===== src/hdl/ser_pkg.sv =====
// Purpose: shared constants and types of the status and event reporter
// Assumes: one 100 MHz clock, synchronous active-high reset
// Notes:   status byte layouts hold X cleared, R set only in power on and user; the logic ors R in
`default_nettype none
package ser_pkg;
  // event classes; fatal is only raised through its own input
  typedef enum logic [3:0] {
    SER_CL_NONE, SER_CL_POWER_ON, SER_CL_CMD_ERR, SER_CL_USER_REQ,
    SER_CL_EXEC_ERR, SER_CL_INT_ERR, SER_CL_EXEC_WARN, SER_CL_INT_WARN,
    SER_CL_OP_CMPL, SER_CL_PROBE_ID, SER_CL_FATAL
  } ser_class_e;

  localparam int          SER_EVT_W      = 8;
  localparam int          SER_RANK_W     = 2;
  localparam int          SER_EVT_TOTAL  = 40;  // current slot counts too
  // status byte bit positions
  localparam int          SER_BIT_R      = 6;
  localparam int          SER_BIT_X      = 4;
  // status byte bases, X clear, R set only in power on and user
  localparam logic [7:0]  SER_SB_FATAL   = 8'hA3;
  localparam logic [7:0]  SER_SB_POWER   = 8'h41;
  localparam logic [7:0]  SER_SB_USER    = 8'h43;
  localparam logic [7:0]  SER_SB_CMD     = 8'h21;
  localparam logic [7:0]  SER_SB_EXEC    = 8'h22;
  localparam logic [7:0]  SER_SB_INT     = 8'h23;
  localparam logic [7:0]  SER_SB_EXWARN  = 8'h25;
  localparam logic [7:0]  SER_SB_INWARN  = 8'h26;
  localparam logic [7:0]  SER_SB_OPC     = 8'h02;
  localparam logic [7:0]  SER_SB_NONE    = 8'h00;
  // ranks, lower is more urgent
  localparam logic [1:0]  SER_RANK_TOP   = 2'h1;
  localparam logic [1:0]  SER_RANK_MID   = 2'h2;
  localparam logic [1:0]  SER_RANK_LOW   = 2'h3;
  // command error code range and named codes
  localparam logic [7:0]  SER_EVC_CMD_LO = 8'h6C;  // 108 checksum failure
  localparam logic [7:0]  SER_EVC_BADCNT = 8'h6D;  // 109 bad byte count
  localparam logic [7:0]  SER_EVC_CMD_HI = 8'hA2;  // 162
  localparam logic [7:0]  SER_EVC_EMPTY  = 8'h00;
  // register offsets
  localparam logic [7:0]  SER_OFS_CTRL   = 8'h00;
  localparam logic [7:0]  SER_OFS_STAT   = 8'h04;
  localparam logic [7:0]  SER_OFS_SBYTE  = 8'h08;
  localparam logic [7:0]  SER_OFS_EVCUR  = 8'h0C;
  // control fields
  localparam int          SER_CTL_MASTER = 0;
  localparam int          SER_CTL_CER    = 1;
  localparam int          SER_CTL_EXR    = 2;
  localparam int          SER_CTL_INR    = 3;
  localparam int          SER_CTL_EXW    = 4;
  localparam int          SER_CTL_OPC    = 5;
  localparam int          SER_CTL_USER   = 6;
  localparam int          SER_CTL_PID    = 7;
  localparam int          SER_CTL_ACQ_LO = 8;   // five acquisition modes
  localparam int          SER_CTL_ACQ_HI = 12;
  localparam logic [12:0] SER_CTL_RESET  = 13'h00FF;
endpackage
`default_nettype wire


===== src/hdl/ser_reporter.sv =====
// Purpose: service request, status byte and event code reporting unit
// Assumes: poll, query and command strobes come from logic on mclk_i
// Notes:   event store is current slot, pending slot and a stack
`default_nettype none
// Operation
// - enabled event raises service request
// - serial poll drops request unless the pending byte requests, returns status
// - event query returns code paired with poll
// - request bit only with request mode, fixed one in power on and user bytes
// - busy bit from acquisition modes at request
// - fatal, power on, user byte layouts
// - error status byte layouts
// - execution status byte layouts
// - one current, one pending byte, ranked
// - higher rank replaces pending status byte
// - fatal goes direct, locks all but poll
// - fatal error makes no event code
// - forty event codes held in total
// - outranking code displaces pending into stack
// - others pushed; oldest lost when full
// - query promotes pending code to current
// - codes 108 to 162 are command errors
// - second poll without query drops code
// - request mode off: no request but power on and fatal, stack direct
// - per class enables under master enable
// - query before poll returns pending marker
module ser_reporter #(
  parameter logic [7:0] SRQ_PENDING_CODE = 8'hFE,  // arbitrary marker value
  parameter int         LIFO_DEPTH       = ser_pkg::SER_EVT_TOTAL - 2
) (
  input  wire logic                mclk_i,
  input  wire logic                srst_i,
  input  wire logic [7:0]          reg_addr_i,
  input  wire logic [31:0]         reg_wdata_i,
  input  wire logic                reg_wr_i,
  input  wire logic                reg_rd_i,
  output logic      [31:0]         reg_rdata_o,
  input  wire logic                event_valid_i,
  input  wire ser_pkg::ser_class_e event_class_i,
  input  wire logic [7:0]          event_code_i,
  output logic                     event_ready_o,
  input  wire logic                fatal_i,
  input  wire logic                serial_poll_i,
  input  wire logic                event_query_i,
  input  wire logic                bus_cmd_i,
  output logic                     bus_cmd_accept_o,
  output logic                     srq_o,
  output logic      [7:0]          status_byte_o,
  output logic                     status_valid_o,
  output logic      [7:0]          event_code_o,
  output logic                     event_valid_o
);
  logic [12:0]         ctrl_reg;
  logic                lock_reg, srq_reg, cur_sb_v_reg, pend_sb_v_reg, pend_srq_reg;
  logic [7:0]          cur_sb_reg, pend_sb_reg;
  logic [1:0]          pend_sb_rank_reg;
  logic [7:0]          ev_cur_reg, ev_pend_reg;
  logic [1:0]          ev_pend_rank_reg;
  logic                ev_cur_v_reg, ev_pend_v_reg, polled_reg;
  ser_pkg::ser_class_e cls;
  logic [7:0]          new_sb, idle_sb;
  logic [1:0]          new_rank;
  logic                request_service_master_enable, busy, want_srq, accept, query_ok, drop, consume;
  logic                outranks, push, pop, lifo_empty;
  logic [9:0]          push_data, lifo_top;
  logic [5:0]          lifo_cnt, total_cnt;

  // a set class enable only counts under the master enable
  function automatic logic class_srq_en(input ser_pkg::ser_class_e c, input logic [12:0] ctl);
    logic m;
    m = ctl[ser_pkg::SER_CTL_MASTER];
    case (c)
      ser_pkg::SER_CL_POWER_ON:  class_srq_en = 1'b1;
      ser_pkg::SER_CL_CMD_ERR:   class_srq_en = m && ctl[ser_pkg::SER_CTL_CER];
      ser_pkg::SER_CL_EXEC_ERR:  class_srq_en = m && ctl[ser_pkg::SER_CTL_EXR];
      ser_pkg::SER_CL_INT_ERR:   class_srq_en = m && ctl[ser_pkg::SER_CTL_INR];
      ser_pkg::SER_CL_EXEC_WARN: class_srq_en = m && ctl[ser_pkg::SER_CTL_EXW];
      ser_pkg::SER_CL_OP_CMPL:   class_srq_en = m && ctl[ser_pkg::SER_CTL_OPC];
      ser_pkg::SER_CL_USER_REQ:  class_srq_en = m && ctl[ser_pkg::SER_CTL_USER];
      ser_pkg::SER_CL_PROBE_ID:  class_srq_en = m && ctl[ser_pkg::SER_CTL_PID];
      ser_pkg::SER_CL_INT_WARN:  class_srq_en = m;
      default:                   class_srq_en = 1'b0;
    endcase
  endfunction

  // command error codes keep their class whatever the source claims
  always_comb begin
    cls = event_class_i;
    if (event_code_i >= ser_pkg::SER_EVC_CMD_LO && event_code_i <= ser_pkg::SER_EVC_CMD_HI) begin
      cls = ser_pkg::SER_CL_CMD_ERR;
    end
  end

  assign request_service_master_enable  = ctrl_reg[ser_pkg::SER_CTL_MASTER];
  assign busy = |ctrl_reg[ser_pkg::SER_CTL_ACQ_HI:ser_pkg::SER_CTL_ACQ_LO];

  ser_status_encode u_enc (
    .class_i (fatal_i ? ser_pkg::SER_CL_FATAL : cls),
    .rqs_i   (request_service_master_enable),
    .busy_i  (busy),
    .sbyte_o (new_sb),
    .rank_o  (new_rank)
  );

  // byte sent when nothing is queued: rank 3, busy still reported
  always_comb begin
    idle_sb = ser_pkg::SER_SB_NONE;
    idle_sb[ser_pkg::SER_BIT_X] = busy;
  end

  // after a fatal error everything but serial poll is refused
  assign bus_cmd_accept_o = bus_cmd_i && !lock_reg;
  assign event_ready_o    = !lock_reg && !fatal_i && !serial_poll_i && !event_query_i;
  assign accept           = event_valid_i && event_ready_o;
  assign want_srq         = class_srq_en(cls, ctrl_reg);
  assign query_ok         = event_query_i && !lock_reg;
  // a second poll with no query between throws the unread code away
  assign drop             = serial_poll_i && !lock_reg && polled_reg;
  assign consume          = drop || (query_ok && !(srq_reg && !polled_reg));
  assign outranks         = !ev_pend_v_reg || new_rank < ev_pend_rank_reg;

  // stack traffic: displaced or low ranked codes go in, consumes pull out
  always_comb begin
    push      = 1'b0;
    push_data = {new_rank, event_code_i};
    pop       = consume && !lifo_empty;
    if (accept) begin
      if (!request_service_master_enable) begin
        push = 1'b1;
      end else if (ev_cur_v_reg) begin
        push = !outranks || ev_pend_v_reg;
        if (outranks) begin
          push_data = {ev_pend_rank_reg, ev_pend_reg};
        end
      end
    end
  end

  ser_lifo #(
    .WIDTH (10),
    .DEPTH (LIFO_DEPTH)
  ) u_lifo (
    .mclk_i      (mclk_i),
    .srst_i      (srst_i),
    .push_i      (push),
    .push_data_i (push_data),
    .pop_i       (pop),
    .top_o       (lifo_top),
    .empty_o     (lifo_empty),
    .count_o     (lifo_cnt)
  );

  // total held, current and pending slots included
  assign total_cnt = lifo_cnt + 6'(ev_cur_v_reg) + 6'(ev_pend_v_reg);

  // control register written by software
  always_ff @(posedge mclk_i) begin
    if (srst_i) begin
      ctrl_reg <= ser_pkg::SER_CTL_RESET;
    end else if (reg_wr_i && reg_addr_i == ser_pkg::SER_OFS_CTRL) begin
      ctrl_reg <= reg_wdata_i[12:0];
    end
  end

  // register read data one cycle after the strobe
  always_ff @(posedge mclk_i) begin
    if (srst_i) begin
      reg_rdata_o <= 32'h0000_0000;
    end else if (reg_rd_i) begin
      case (reg_addr_i)
        ser_pkg::SER_OFS_CTRL:  reg_rdata_o <= {19'h0, ctrl_reg};
        ser_pkg::SER_OFS_STAT:  reg_rdata_o <= {18'h0, total_cnt, 4'h0, pend_sb_v_reg,
                                                 cur_sb_v_reg, lock_reg, srq_reg};
        ser_pkg::SER_OFS_SBYTE: reg_rdata_o <= {24'h0, cur_sb_reg};
        ser_pkg::SER_OFS_EVCUR: reg_rdata_o <= {24'h0, ev_cur_reg};
        default:                reg_rdata_o <= 32'h0000_0000;  // unmapped reads zero
      endcase
    end else begin
      reg_rdata_o <= 32'h0000_0000;
    end
  end

  // status byte path: current in the interface plus one pending byte
  always_ff @(posedge mclk_i) begin
    if (srst_i) begin
      lock_reg         <= 1'b0;
      srq_reg          <= 1'b0;
      cur_sb_reg       <= ser_pkg::SER_SB_NONE;
      cur_sb_v_reg     <= 1'b0;
      pend_sb_reg      <= ser_pkg::SER_SB_NONE;
      pend_sb_v_reg    <= 1'b0;
      pend_sb_rank_reg <= ser_pkg::SER_RANK_LOW;
      pend_srq_reg     <= 1'b0;
      status_byte_o    <= ser_pkg::SER_SB_NONE;
      status_valid_o   <= 1'b0;
    end else begin
      status_valid_o <= serial_poll_i;
      if (fatal_i && !lock_reg) begin
        cur_sb_reg    <= new_sb;
        cur_sb_v_reg  <= 1'b1;
        srq_reg       <= 1'b1;    // raised whatever the request mode
        lock_reg      <= 1'b1;
        pend_sb_v_reg <= 1'b0;
      end else if (serial_poll_i) begin
        status_byte_o <= cur_sb_v_reg ? cur_sb_reg : idle_sb;
        if (!lock_reg) begin
          cur_sb_reg    <= pend_sb_reg;
          cur_sb_v_reg  <= pend_sb_v_reg;
          srq_reg       <= pend_sb_v_reg && pend_srq_reg;
          pend_sb_v_reg <= 1'b0;
        end else begin
          srq_reg <= 1'b0;  // fatal byte stays for later polls
        end
      end else if (accept) begin
        if (!cur_sb_v_reg) begin
          cur_sb_reg   <= new_sb;
          cur_sb_v_reg <= 1'b1;
          srq_reg      <= srq_reg || want_srq;
        end else if (!pend_sb_v_reg || new_rank < pend_sb_rank_reg) begin
          pend_sb_reg      <= new_sb;
          pend_sb_v_reg    <= 1'b1;
          pend_sb_rank_reg <= new_rank;
          pend_srq_reg     <= want_srq;
        end
      end
    end
  end

  // event code path; a fatal error never enters it
  always_ff @(posedge mclk_i) begin
    if (srst_i) begin
      ev_cur_reg       <= ser_pkg::SER_EVC_EMPTY;
      ev_cur_v_reg     <= 1'b0;
      ev_pend_reg      <= ser_pkg::SER_EVC_EMPTY;
      ev_pend_v_reg    <= 1'b0;
      ev_pend_rank_reg <= ser_pkg::SER_RANK_LOW;
      polled_reg       <= 1'b0;
      event_code_o     <= ser_pkg::SER_EVC_EMPTY;
      event_valid_o    <= 1'b0;
    end else begin
      event_valid_o <= query_ok;
      if (serial_poll_i && !lock_reg) begin
        polled_reg <= 1'b1;
      end else if (query_ok) begin
        polled_reg <= 1'b0;
      end
      if (query_ok) begin
        if (srq_reg && !polled_reg) begin
          event_code_o <= SRQ_PENDING_CODE;
        end else if (ev_cur_v_reg) begin
          event_code_o <= ev_cur_reg;
        end else if (ev_pend_v_reg) begin
          event_code_o <= ev_pend_reg;
        end else begin
          event_code_o <= lifo_empty ? ser_pkg::SER_EVC_EMPTY : lifo_top[7:0];
        end
      end
      if (consume) begin
        // the front entry leaves and the chain moves up one place
        if (ev_cur_v_reg) begin
          ev_cur_reg    <= ev_pend_v_reg ? ev_pend_reg : lifo_top[7:0];
          ev_cur_v_reg  <= ev_pend_v_reg || !lifo_empty;
          ev_pend_v_reg <= ev_pend_v_reg && !lifo_empty;
        end else if (ev_pend_v_reg) begin
          ev_pend_v_reg <= !lifo_empty;
        end
        ev_pend_reg      <= lifo_top[7:0];
        ev_pend_rank_reg <= lifo_top[9:8];
      end else if (accept && request_service_master_enable) begin
        if (!ev_cur_v_reg) begin
          ev_cur_reg   <= event_code_i;
          ev_cur_v_reg <= 1'b1;
        end else if (outranks) begin
          ev_pend_reg      <= event_code_i;
          ev_pend_rank_reg <= new_rank;
          ev_pend_v_reg    <= 1'b1;
        end
      end
    end
  end

  assign srq_o = srq_reg;
endmodule
`default_nettype wire


===== src/hdl/ser_status_encode.sv =====
// Purpose: builds a status byte and its rank from an event class
// Assumes: purely combinational
// Notes:   probe identify reports as a user request byte
`default_nettype none
module ser_status_encode (
  input  wire ser_pkg::ser_class_e class_i,
  input  wire logic                rqs_i,
  input  wire logic                busy_i,
  output logic [7:0]               sbyte_o,
  output logic [1:0]               rank_o
);
  logic [7:0] base;

  // base byte and rank per class
  always_comb begin
    rank_o = ser_pkg::SER_RANK_MID;
    case (class_i)
      ser_pkg::SER_CL_FATAL: begin
        base   = ser_pkg::SER_SB_FATAL;
        rank_o = ser_pkg::SER_RANK_TOP;
      end
      ser_pkg::SER_CL_POWER_ON: begin
        base   = ser_pkg::SER_SB_POWER;
        rank_o = ser_pkg::SER_RANK_TOP;
      end
      ser_pkg::SER_CL_USER_REQ:  base = ser_pkg::SER_SB_USER;
      ser_pkg::SER_CL_PROBE_ID:  base = ser_pkg::SER_SB_USER;
      ser_pkg::SER_CL_CMD_ERR:   base = ser_pkg::SER_SB_CMD;
      ser_pkg::SER_CL_EXEC_ERR:  base = ser_pkg::SER_SB_EXEC;
      ser_pkg::SER_CL_INT_ERR:   base = ser_pkg::SER_SB_INT;
      ser_pkg::SER_CL_INT_WARN:  base = ser_pkg::SER_SB_INWARN;
      ser_pkg::SER_CL_EXEC_WARN: base = ser_pkg::SER_SB_EXWARN;
      ser_pkg::SER_CL_OP_CMPL:   base = ser_pkg::SER_SB_OPC;
      default: begin
        base   = ser_pkg::SER_SB_NONE;
        rank_o = ser_pkg::SER_RANK_LOW;
      end
    endcase
  end

  // R from the base or with request mode on, X only when busy; no-status never carries R
  always_comb begin
    sbyte_o = base;
    sbyte_o[ser_pkg::SER_BIT_R] = base[ser_pkg::SER_BIT_R]
                                | (rqs_i && rank_o != ser_pkg::SER_RANK_LOW);
    sbyte_o[ser_pkg::SER_BIT_X] = busy_i;
  end
endmodule
`default_nettype wire


===== src/hdl/ser_lifo.sv =====
// Purpose: last-in first-out store of event codes with their ranks
// Assumes: push and pop may come together; pop then returns the old top
// Notes:   a push into a full store silently loses the oldest entry
`default_nettype none
module ser_lifo #(
  parameter int WIDTH = 10,
  parameter int DEPTH = 38
) (
  input  wire logic             mclk_i,
  input  wire logic             srst_i,
  input  wire logic             push_i,
  input  wire logic [WIDTH-1:0] push_data_i,
  input  wire logic             pop_i,
  output logic      [WIDTH-1:0] top_o,
  output logic                  empty_o,
  output logic      [5:0]       count_o
);
  logic [WIDTH-1:0] stack_reg [DEPTH];
  logic [5:0]       count_reg;

  assign top_o   = stack_reg[0];
  assign empty_o = (count_reg == 6'h00);
  assign count_o = count_reg;

  // shifting stack: the bottom entry falls off on overflow
  always_ff @(posedge mclk_i) begin
    for (int i = 0; i < DEPTH; i++) begin
      if (push_i && !pop_i) begin
        stack_reg[i] <= (i == 0) ? push_data_i : stack_reg[(i > 0) ? i - 1 : 0];
      end else if (push_i && pop_i) begin
        if (i == 0) begin
          stack_reg[i] <= push_data_i;
        end
      end else if (pop_i) begin
        stack_reg[i] <= (i == DEPTH - 1) ? '0 : stack_reg[(i < DEPTH - 1) ? i + 1 : i];
      end
    end
  end

  // occupancy saturates at the depth
  always_ff @(posedge mclk_i) begin
    if (srst_i) begin
      count_reg <= 6'h00;
    end else if (push_i && !pop_i && count_reg != 6'(DEPTH)) begin
      count_reg <= count_reg + 6'h01;
    end else if (pop_i && !push_i && !empty_o) begin
      count_reg <= count_reg - 6'h01;
    end
  end
endmodule
`default_nettype wire


===== config.mk =====
export PLATFORM = sky130hd
export DESIGN_NAME = ser_reporter
export DESIGN_NICKNAME = d
export VERILOG_FILES = /design/src/hdl/ser_pkg.sv /design/src/hdl/ser_reporter.sv /design/src/hdl/ser_status_encode.sv /design/src/hdl/ser_lifo.sv
export SDC_FILE = /design/constraint.sdc
export NUM_CORES = 1
export LEC_CHECK = 0
export BUFFER_PORTS_ARGS = -buffer_cell sky130_fd_sc_hd__buf_2
export CAP_MARGIN = 0
export CORE_ASPECT_RATIO = 1.25
export CORE_UTILIZATION = 55
export CTS_CLUSTER_DIAMETER = 30
export CTS_CLUSTER_SIZE = 25
export DETAILED_ROUTE_END_ITERATION = 10
export PLACE_DENSITY = 0.76
export SYNTH_ARGS = -nofsm -noshare
export SYNTH_HDL_FRONTEND = slang
export SYNTH_SLANG_ARGS = --single-unit

===== constraint.sdc =====
create_clock -name mclk_i -period 10.4 [get_ports mclk_i]
set_input_delay 2.08 -clock mclk_i [delete_from_list [all_inputs] [get_ports mclk_i]]
set_output_delay 2.08 -clock mclk_i [all_outputs]
set_load 0.1 [all_outputs]

==> run_results.csv, run 1 <==
group,metric,value,unit
power_and_ir_drop,ir_drop,0.121,mV
detailed_routing,wirelength,34100,um
placed_design,dp_hpwl,20000,um
critical_path,crit_type,"in -> reg",
global_routing,track_usage,17.8,%
finish,largest_reg_flops,380,
clock_network,cts_root_buf,"clkbuf_16",
run,max_cap_viol_count,0,
detailed_routing,drtIter0Drc,1014,
critical_path,rr_worst_depth,7,
worst_hold_path,min_path_cells,2,
sta,slew_violations,0,
power_and_ir_drop,leakage,8.43,nW
critical_path,crit_fanout,236,
global_routing,grt_max_degree,237,
worst_hold_path,hold_end,"status_byte_o[0]$_SDFFE_PP0P_",
sta,skew,0.0203,ns
synth,yosysTopAreaCell,"edfxtp_1",
floorplanning,initial_utilization,55.9,%
detailed_routing,wl_per_cell,16.5,um
sta,max-slew-margin-rel,19.2,%
clock_network,clk_pin_slew_worst_paths,0.05,ns
critical_path,r2r_end,"u_lifo.stack_reg[13][2]$_DFFE_PP_",
sta,totalNegativeSetupSlack,0,ns
synth,synth_top_cell_area_share,54.7,%
critical_path,worstPathRequired,10.73,ns
synth,synth-main-ff-cell,"edfxtp_1",
finish,n_fill_cell,2597,
sta,fin_ws,4.95,ns
clock_network,clock_path_buffers,3,
floorplanning,die_y,220,um
sta,clock.fmax,183,MHz
placed_design,post-place-ws,4.47,ns
clock_network,cts_tree,"built",
synth,async_reset_ff_share,0,%
clock_network,h-tree-depth,3,
global_routing,overflow,0,
detailed_routing,detail-route-antenna-nets,0,
finish,final_area,24300,um2
worst_hold_path,hold_class,"reg -> reg",
critical_path,worstPathArrival,5.78,ns
placed_design,place_inst,1915,
global_routing,grt_pass1_vias,11400,
synth,yosysSeqAreaShare,63.5,%
clock_network,cts.sinks,472,
finish,final_cell_mix,"edfxtp_1, mux2_2, dfxtp_1, nand2_1, clkbuf_16",
placed_design,gp_congestion,0.880,
synth,synthCells,1433,
global_routing,antenna_found_initial,2,
sta,period_needed,5.45,ns
clock_network,clk_latency,0.60,ns
synth,synth_warnings,0,
detailed_routing,drt_first_pass_iters,4,
clock_network,post_cts.repair.setup_buffers,0,
floorplanning,die_x,176,um
placed_design,port_buffers,75,
synth,ys_types,66,
floorplanning,rows,79,
synth,synth_area_leaders,"edfxtp_1, mux2_2, dfxtp_1",
placed_design,postPlaceCellArea,21500,um2
finish,final_net_count,1585,
synth,syn_area,20900,um2
power_and_ir_drop,finalPower,0.00487,W
power_and_ir_drop,p_per_area,200,nW/um2
power_and_ir_drop,clkPwrFrac,55.0,%
synth,syn_area_per_cell,14.6,um2
floorplanning,num_io_pins,114,
floorplanning,die_area,38800,um2
sta,setup_viol,0,
clock_network,postCtsHoldBufs,0,
floorplanning,core,37400,um2
finish,drive_gt1_share,38.2,%
sta,hold_viol_final,0,
global_routing,grt_pass1_wl,56100,um
critical_path,critPathLaunch,"serial_poll_i",
finish,area_growth,16.5,%
sta,fin_crit_sh,52.4,%
synth,synth_enable_flop_cells,380,
power_and_ir_drop,power_frac_comb,3.1,%
power_and_ir_drop,seq_power_share,41.9,%
power_and_ir_drop,p_sw_share,22.1,%
sta,worst_slew_pin_slew,1.21,ns
power_and_ir_drop,p_switching,0.00108,W
clock_network,cts_made_buffers,78,
critical_path,r2r-start,"u_lifo.count_o[0]$_SDFFE_PP0P_",
detailed_routing,num_vias,11500,
sta,rsz0062_at_grt,"no",
critical_path,crit_path_end_kind,"flop",
critical_path,cp-start-kind,"input pin",
worst_hold_path,min_from,"status_byte_o[0]$_SDFFE_PP0P_",
critical_path,r2r_slack,6.19,ns
synth,synth-seq-cells,472,
clock_network,cts_resized,0,
finish,instances_no_fill,2061,
status,status,"completed",
finish,final_common_cell,"edfxtp_1",
detailed_routing,remaining_drc_errors,0,
detailed_routing,via_per_inst,5.60,
power_and_ir_drop,internal-power,0.00379,W
area by class of cell:
class	instances	area, um2	area share (%)
well taps	486	608	2.50
inverters	10	37.5	0.154
multi-input cells	864	7180	29.5
flip-flops and latches	472	13300	54.5
clock buffers	83	1990	8.19
repair buffers	83	460	1.89
diodes	1	2.50	0.0103
clock inverters	62	788	3.24
worst max-delay path by stage:
stage / to
floorplan: u_lifo.stack_reg[10][0]$_DFFE_PP_
global route: u_lifo.stack_reg[36][9]$_DFFE_PP_
finish: u_lifo.stack_reg[13][2]$_DFFE_PP_
CTS: u_lifo.stack_reg[24][9]$_DFFE_PP_
global placement: u_lifo.stack_reg[36][8]$_DFFE_PP_
detailed placement: u_lifo.stack_reg[36][9]$_DFFE_PP_
power by group through the flow:
| stage | clock network [W] | logic [W] | registers (W) |
|---|---|---|---|
| 2_1_floorplan | 0 | 0.000103 | 0.00210 |
| 3_3_place_gp | 0 | 0.000145 | 0.00208 |
| 3_5_place_dp | 0 | 0.000147 | 0.00208 |
| 4_1_cts | 0.00273 | 0.000148 | 0.00204 |
| 5_1_grt | 0.00282 | 0.000160 | 0.00204 |
| 6_report | 0.00268 | 0.000149 | 0.00204 |
cells in the mapped netlist (all sizes together) (9+ instances only):
cell type	count
edfxtp	380
mux2	367
dfxtp	92
nand2	82
nor2	72
clkbuf	66
a21oi	55
buf	39
nor2b	28
mux2i	26
o21ai	26
nand3	17
nor3	17
a211oi	16
nand2b	14
ha	13
inv	10
o211ai	10
nand3b	9
xnor2	9
critical path, stage by stage:
cell and delay, ns:
buf_2 0.27, o21ai_0 0.18, a21oi_1 0.15, buf_4 0.26, nand2_1 0.17, inv_1 0.17
ha_4 0.89, buf_12 0.82, mux2_2 0.43
cells by family (layout without fill, tap and decap cells):
logic type	Yosys count	count (layout)	synth area share (%)
XOR/XNOR	10	10	0.419
AND/OR/NAND/NOR	272	272	6.47
multiplexers	396	396	21.4
other	1	20	0.0180
flip-flops	472	472	63.5
adder cells (fa/ha/maj)	15	15	0.971
buffers and inverters	115	238	2.57
AO/OA/AOI/OAI	152	152	4.72
stage by stage:
step	hold slack [ns]	util [%]
floorplan	0.430	-
global placement	0.440	57.7
detailed placement	0.445	57.7
CTS	0.450	65.1
global route	0.467	65.1
finish	0.446	65.1
metal layers:
layer	vias up	routed length (um)	part of all wire, %	global-route usage (%)
li1	5567	-	-	-
met1	5626	14600	43	22.3
met2	261	17000	50	29.5
met3	81	1440	4.2	3.85
met4	2	1080	3.2	8.58
met5	-	13	0.038	0
Power figures use the tool's default switching activity.
==> run 2: changes to the inputs <==
--- a/config.mk
+++ b/config.mk
@@ -5,14 +5,15 @@
 export SDC_FILE = /design/constraint.sdc
 export NUM_CORES = 1
 export LEC_CHECK = 0
+export ABC_AREA = 1
 export BUFFER_PORTS_ARGS = -buffer_cell sky130_fd_sc_hd__buf_2
 export CAP_MARGIN = 0
 export CORE_ASPECT_RATIO = 1.25
-export CORE_UTILIZATION = 55
+export CORE_UTILIZATION = 60
 export CTS_CLUSTER_DIAMETER = 30
 export CTS_CLUSTER_SIZE = 25
 export DETAILED_ROUTE_END_ITERATION = 10
-export PLACE_DENSITY = 0.76
+export PLACE_DENSITY = 0.79
 export SYNTH_ARGS = -nofsm -noshare
 export SYNTH_HDL_FRONTEND = slang
 export SYNTH_SLANG_ARGS = --single-unit
==> constraint.sdc (replaced) <==
create_clock -name mclk_i -period 5.4 [get_ports mclk_i]
set_input_delay 1.08 -clock mclk_i [delete_from_list [all_inputs] [get_ports mclk_i]]
set_output_delay 1.08 -clock mclk_i [all_outputs]
set_load 0.1 [all_outputs]
==> run 2 against run 1 <==
- via count is 28% higher
- sequential share of layout area hardly changed
- flip-flop and latch count stayed put
- combinational power is 100% higher
- clock-buffer cell count is 3 higher
- sequential power is 93% higher
- critical path depth is 16 higher
- die area is 8.8% lower
- non-clock buffer count is 10 higher
- area after synthesis is 0.62% lower
- first-iteration DRC count is 21% higher
- largest power group unchanged
==> run_results.csv, run 2 <==
group,metric,value,unit
detailed_routing,wl_per_cell,15.5,um
synth,synth-main-ff-cell,"edfxtp_1",
status,status,"completed",
synth,syn_area_per_cell,9.77,um2
placed_design,port_buffers,75,
global_routing,overflow,0,
finish,largest_reg_flops,380,
synth,syn_area,20800,um2
critical_path,cp_num_buf_inv,9,
critical_path,crit_path_end_kind,"flop",
finish,final_common_cell,"nand2_1",
clock_network,h-tree-depth,3,
detailed_routing,drt_first_pass_iters,6,
synth,synth_most_common_cell,"nand2_1",
finish,area_growth,17.2,%
global_routing,grt_use_met3,4.04,%
run,max_cap_viol_count,0,
critical_path,cp_common_cell,"inv_1",
clock_network,clock_path_buffers,3,
floorplanning,die_x,168,um
synth,yosysTopAreaCell,"edfxtp_1",
detailed_routing,wirelength,41500,um
synth,async_reset_ff_share,0,%
sta,fin_crit_sh,72.6,%
synth,synthCells,2123,
sta,slew_violations,0,
critical_path,crit_family,"buffers and inverters",
sta,skew,0.0227,ns
global_routing,grt.busiest_layer,"met2",
critical_path,worstPathRequired,5.71,ns
detailed_routing,via_per_inst,5.52,
synth,synth-seq-cells,472,
synth,synth_area_leaders,"edfxtp_1, o21ai_0, nand2_1",
clock_network,clk_pin_slew_worst_paths,0.06,ns
power_and_ir_drop,ir_drop,0.360,mV
synth,synth_enable_flop_cells,380,
finish,drive_gt1_share,12.0,%
synth,synth_warnings,0,
global_routing,antenna_found_initial,0,
sta,hold_viol_final,0,
global_routing,grt_pass1_vias,14700,
critical_path,crit_fanout,17,
detailed_routing,num_vias,14800,
synth,synthTopCellsByCount,"nand2_1, o21ai_0, edfxtp_1",
clock_network,postCtsHoldBufs,0,
power_and_ir_drop,leakage,9.85,nW
global_routing,grt_max_degree,219,
clock_network,cts.sinks,472,
sta,period_needed,3.92,ns
sta,clock.fmax,255,MHz
floorplanning,initial_utilization,61.4,%
critical_path,worstPathArrival,4.23,ns
global_routing,grt_pass1_wl,69600,um
power_and_ir_drop,p_per_area,396,nW/um2
placed_design,dp_hpwl,24100,um
sta,setup_viol,0,
floorplanning,rows,75,
sta,max-slew-margin-rel,44.0,%
sta,rsz0062_at_grt,"no",
power_and_ir_drop,finalPower,0.00963,W
clock_network,clk_latency,0.59,ns
global_routing,track_usage,24.3,%
clock_network,cts_resized,0,
finish,n_fill_cell,2267,
clock_network,post_cts.repair.setup_buffers,0,
synth,ys_types,49,
floorplanning,core,33800,um2
synth,synth_top_cell_area_share,55.0,%
sta,totalNegativeSetupSlack,0,ns
critical_path,max_stage_delay,0.35,ns
finish,final_net_count,2266,
sta,worst_slew_pin_slew,0.839,ns
clock_network,cts_tree,"built",
floorplanning,die_area,35300,um2
finish,final_cell_mix,"nand2_1, o21ai_0, edfxtp_1, inv_1, dfxtp_1",
finish,diodes,0,
placed_design,gp_congestion,0.896,
critical_path,critPathSlowestCell,"a21oi_1",
detailed_routing,detail-route-antenna-nets,0,
detailed_routing,remaining_drc_errors,0,
critical_path,cp-start-kind,"input pin",
floorplanning,num_io_pins,114,
floorplanning,die_y,210,um
worst_hold_path,hold_class,"reg -> reg",
global_routing,globalRouteMet2Util,40.6,%
detailed_routing,drtIter0Drc,1229,
clock_network,cts_made_buffers,80,
synth,yosysSeqAreaShare,63.9,%
critical_path,crit_type,"in -> reg",
global_routing,globalRouteMet1Util,30.5,%
clock_network,cts_root_buf,"clkbuf_16",
## run 2: changes by cell type in the layout (fill, tap and decap cells not counted), sizes merged, moves of 9 or more
cell    before  now
nor2b       28    0
nand2       82  521
mux2i       26    0
nor2        72   98
nand2b      14    0
inv         26  292
a21oi       55   84
nand3b       9    0
o21ai       26  419
buf         83   93
mux2       367    0
nand3       17   41
nor3        17    7
## run 2: worst min-delay path, delay by kind of cell (launching register included)
kind | cells | cell delay, ns
buf+inv | 1 | 0.06
compound gates | 1 | 0.05
flops | 1 | 0.29
## run 2: routing by layer
metal | share of wire, % | vias to the layer above
met3 | 4.3 | 93
li1 | - | 7260
met1 | 42 | 7039
met2 | 50 | 393
met4 | 3.4 | 0
met5 | 0 | -
## run 2: kinds of logic after synthesis
group           Yosys count  share of synthesized area, %
simple gates            677                          13.1
compound gates          550                          14.1
flops                   472                          63.9
buf+inv                 404                          7.78
fa+ha+maj                15                         0.977
xor+xnor                  4                         0.169
other cells               1                        0.0181
## run 2: final timing paths
check                           cells after the start                          endpoint  slack (ns)                   startpoint
worst max-delay path                               25  u_lifo.stack_reg[0][2]$_DFFE_PP_        1.48              event_code_i[7]
worst min-delay path                                2       pend_sb_reg[4]$_SDFFE_PP0P_        0.45  pend_sb_reg[4]$_SDFFE_PP0P_
worst max register to register                     19    u_lifo.count_o[5]$_SDFFE_PP0P_        1.74        lock_reg$_SDFFE_PP0P_
worst min register to register                      2       pend_sb_reg[4]$_SDFFE_PP0P_        0.45  pend_sb_reg[4]$_SDFFE_PP0P_
## run 2: cell type report
| cell class | instances | area [um2] | area share, % |
|---|---|---|---|
| clock buffers | 86 | 2110 | 8.67 |
| clock inverters | 61 | 787 | 3.24 |
| inverters | 278 | 1050 | 4.33 |
| multi-input cells | 1265 | 5980 | 24.6 |
| flip-flops and latches | 472 | 13300 | 54.5 |
| well taps | 423 | 529 | 2.18 |
| repair buffers | 93 | 611 | 2.51 |
## run 2: where the power goes
group | switching (W) | internal, W | total, W
Sequential | 0.0000213 | 0.00391 | 0.00393
Clock | 0.00182 | 0.00358 | 0.00540
Combinational | 0.000238 | 0.0000632 | 0.000301
## run 2: stage by stage
| step | area [um2] | hold WS [ns] | util [%] | worst slack [ns] | std cells |
|---|---|---|---|---|---|
| 6_report | 24300 | 0.455 | 72.0 | 1.48 | 2678 |
| 5_1_grt | 24300 | 0.474 | 72.0 | 1.10 | 2678 |
| 4_1_cts | 24300 | 0.456 | 72.0 | 1.49 | 2678 |
| 3_5_place_dp | 21400 | 0.448 | 63.4 | 0.885 | 2531 |
| 3_3_place_gp | 21400 | 0.439 | 63.4 | 0.910 | 2531 |
| 2_1_floorplan | 20800 | 0.425 | - | -0.474 | 2141 |
==> run 3: changes to the inputs <==
--- a/config.mk
+++ b/config.mk
@@ -9,11 +9,11 @@
 export BUFFER_PORTS_ARGS = -buffer_cell sky130_fd_sc_hd__buf_2
 export CAP_MARGIN = 0
 export CORE_ASPECT_RATIO = 1.25
-export CORE_UTILIZATION = 60
+export CORE_UTILIZATION = 55
 export CTS_CLUSTER_DIAMETER = 30
 export CTS_CLUSTER_SIZE = 25
 export DETAILED_ROUTE_END_ITERATION = 10
-export PLACE_DENSITY = 0.79
+export PLACE_DENSITY = 0.76
 export SYNTH_ARGS = -nofsm -noshare
 export SYNTH_HDL_FRONTEND = slang
 export SYNTH_SLANG_ARGS = --single-unit
==> constraint.sdc (replaced) <==
create_clock -name mclk_i -period 3.3 [get_ports mclk_i]
set_input_delay 0.66 -clock mclk_i [delete_from_list [all_inputs] [get_ports mclk_i]]
set_output_delay 0.66 -clock mclk_i [all_outputs]
set_load 0.1 [all_outputs]
==> run 3 against run 2 <==
- hold slack worse by 0.18 ns
- register-to-register slack worse by 1.5 ns
- largest cell class unchanged
- sequential share of layout area is 1.8 points lower
- routed wire length hardly changed
- highest routed layer unchanged
- critical endpoint is now ev_pend_rank_reg[1]$_SDFFE_PP1P_
- critical path type unchanged
- clock-buffer cell count is 9 higher
==> run_results.csv, run 3 (same netlist as run 2, synthesis figures left out) <==
group,metric,value,unit
status,status,"completed",
clock_network,cts_tree,"built",
global_routing,grt_pass1_wl,68000,um
run,max_cap_viol_count,0,
floorplanning,die_y,219,um
finish,final_net_count,2337,
critical_path,worstPathArrival,3.59,ns
clock_network,clk_pin_slew_worst_paths,0.05,ns
sta,period_needed,3.16,ns
sta,skew,0.0228,ns
worst_hold_path,hold_class,"in -> reg",
global_routing,antenna_found_initial,0,
floorplanning,die_area,38500,um2
placed_design,dp_hpwl,25400,um
placed_design,port_buffers,75,
detailed_routing,num_vias,15100,
finish,largest_reg_flops,380,
critical_path,critPathLaunch,"event_code_i[3]",
sta,hold_viol_final,0,
floorplanning,core,37200,um2
critical_path,crit_type,"in -> reg",
power_and_ir_drop,leakage,10.2,nW
critical_path,crit_fanout,10,
clock_network,h-tree-depth,3,
clock_network,clk_latency,0.60,ns
floorplanning,initial_utilization,55.8,%
sta,clock.fmax,316,MHz
global_routing,grt_pass1_vias,14600,
critical_path,crit_path_end_kind,"flop",
clock_network,cts.sinks,472,
sta,whs,0.272,ns
detailed_routing,wirelength,41400,um
sta,max-slew-margin-rel,57.8,%
clock_network,clock_path_buffers,3,
placed_design,gp_congestion,0.908,
finish,final_common_cell,"nand2_1",
detailed_routing,drt_first_pass_iters,5,
detailed_routing,via_per_inst,5.37,
detailed_routing,remaining_drc_errors,0,
clock_network,postCtsHoldBufs,0,
global_routing,track_usage,21.6,%
detailed_routing,drtIter0Drc,1451,
sta,worst_slew_pin_slew,0.627,ns
critical_path,worstPathRequired,3.73,ns
detailed_routing,wl_per_cell,14.7,um
finish,drive_gt1_share,15.2,%
finish,area_growth,21.2,%
finish,diodes,0,
worst_hold_path,min_from,"reg_wdata_i[3]",
global_routing,overflow,0,
power_and_ir_drop,p_per_area,623,nW/um2
critical_path,critPathSlowestCell,"ha_1",
floorplanning,num_io_pins,114,
clock_network,cts_root_buf,"clkbuf_16",
sta,setup_viol,0,
critical_path,max_stage_delay,0.24,ns
critical_path,cp-start-kind,"input pin",
floorplanning,die_x,176,um
floorplanning,rows,79,
power_and_ir_drop,finalPower,0.0157,W
detailed_routing,detail-route-antenna-nets,0,
finish,final_cell_mix,"nand2_1, o21ai_0, edfxtp_1, inv_1, dfxtp_1",
clock_network,cts_made_buffers,81,
critical_path,r2r-start,"srq_o$_SDFFE_PP0P_",
global_routing,grt_max_degree,96,
sta,slew_violations,0,
sta,fin_crit_sh,95.8,%
power_and_ir_drop,ir_drop,0.404,mV
==> run 3: worst paths after layout <==
check | cells past startpoint | slack, ns | endpoint
min | 3 | 0.27 | ctrl_reg[3]$_SDFFE_PP1P_
min reg2reg | 2 | 0.46 | pend_sb_reg[4]$_SDFFE_PP0P_
max | 26 | 0.14 | ev_pend_rank_reg[1]$_SDFFE_PP1P_
max reg2reg | 19 | 0.29 | u_lifo.count_o[5]$_SDFFE_PP0P_
==> run 3: power breakdown <==
| group | switching [W] | leakage [nW] | internal (W) |
|---|---|---|---|
| Clock | 0.00292 | 1.40 | 0.00576 |
| Combinational | 0.000408 | 4.68 | 0.000152 |
| Sequential | 0.0000329 | 4.16 | 0.00639 |
==> run 3: metrics by stage <==
| step | TNS (ns) | std cells | setup slack, ns | instance area (um2) | utilization [%] |
|---|---|---|---|---|---|
| floorplan | -843.87 | 2141 | -2.15 | 21500 | - |
| detailed placement | -12.80 | 2661 | -0.506 | 22200 | 59.7 |
| global placement | -10.55 | 2661 | -0.413 | 22200 | 59.7 |
| finish | 0 | 2812 | 0.140 | 25100 | 67.7 |
| global route | -0.0617 | 2812 | -0.0400 | 25100 | 67.7 |
| CTS | 0 | 2809 | 0.0637 | 25100 | 67.4 |
==> run 3: area by class of cell <==
cell class	count	area [um2]
fill	2600	12000
inverter	278	1060
sequential	472	13300
clock inverter	53	644
timing repair buffer	162	1270
clock buffer	95	2240
tap	486	608
multi-input combinational	1266	6080
==> run 3: timing repair <==
action | CTS | global route
resized for setup | 0 | 17
setup buffers | 0 | 2
setup endpoints to repair | 0 | 27
==> run 3: routing by layer <==
| layer | track usage [%] | part of all wire, % |
|---|---|---|
| met5 | 0 | 0 |
| met4 | 9.97 | 3.1 |
| met3 | 3.86 | 5.6 |
| met2 | 36.4 | 49 |
| met1 | 27.2 | 42 |
==> run 3: critical path: cells and delay by family <==
| family | cells | cell delay (ns) |
|---|---|---|
| AO/OA/AOI/OAI | 6 | 0.62 |
| adder cells (fa/ha/maj) | 2 | 0.45 |
| buffers and inverters | 10 | 1.13 |
| AND/OR/NAND/NOR | 8 | 0.74 |
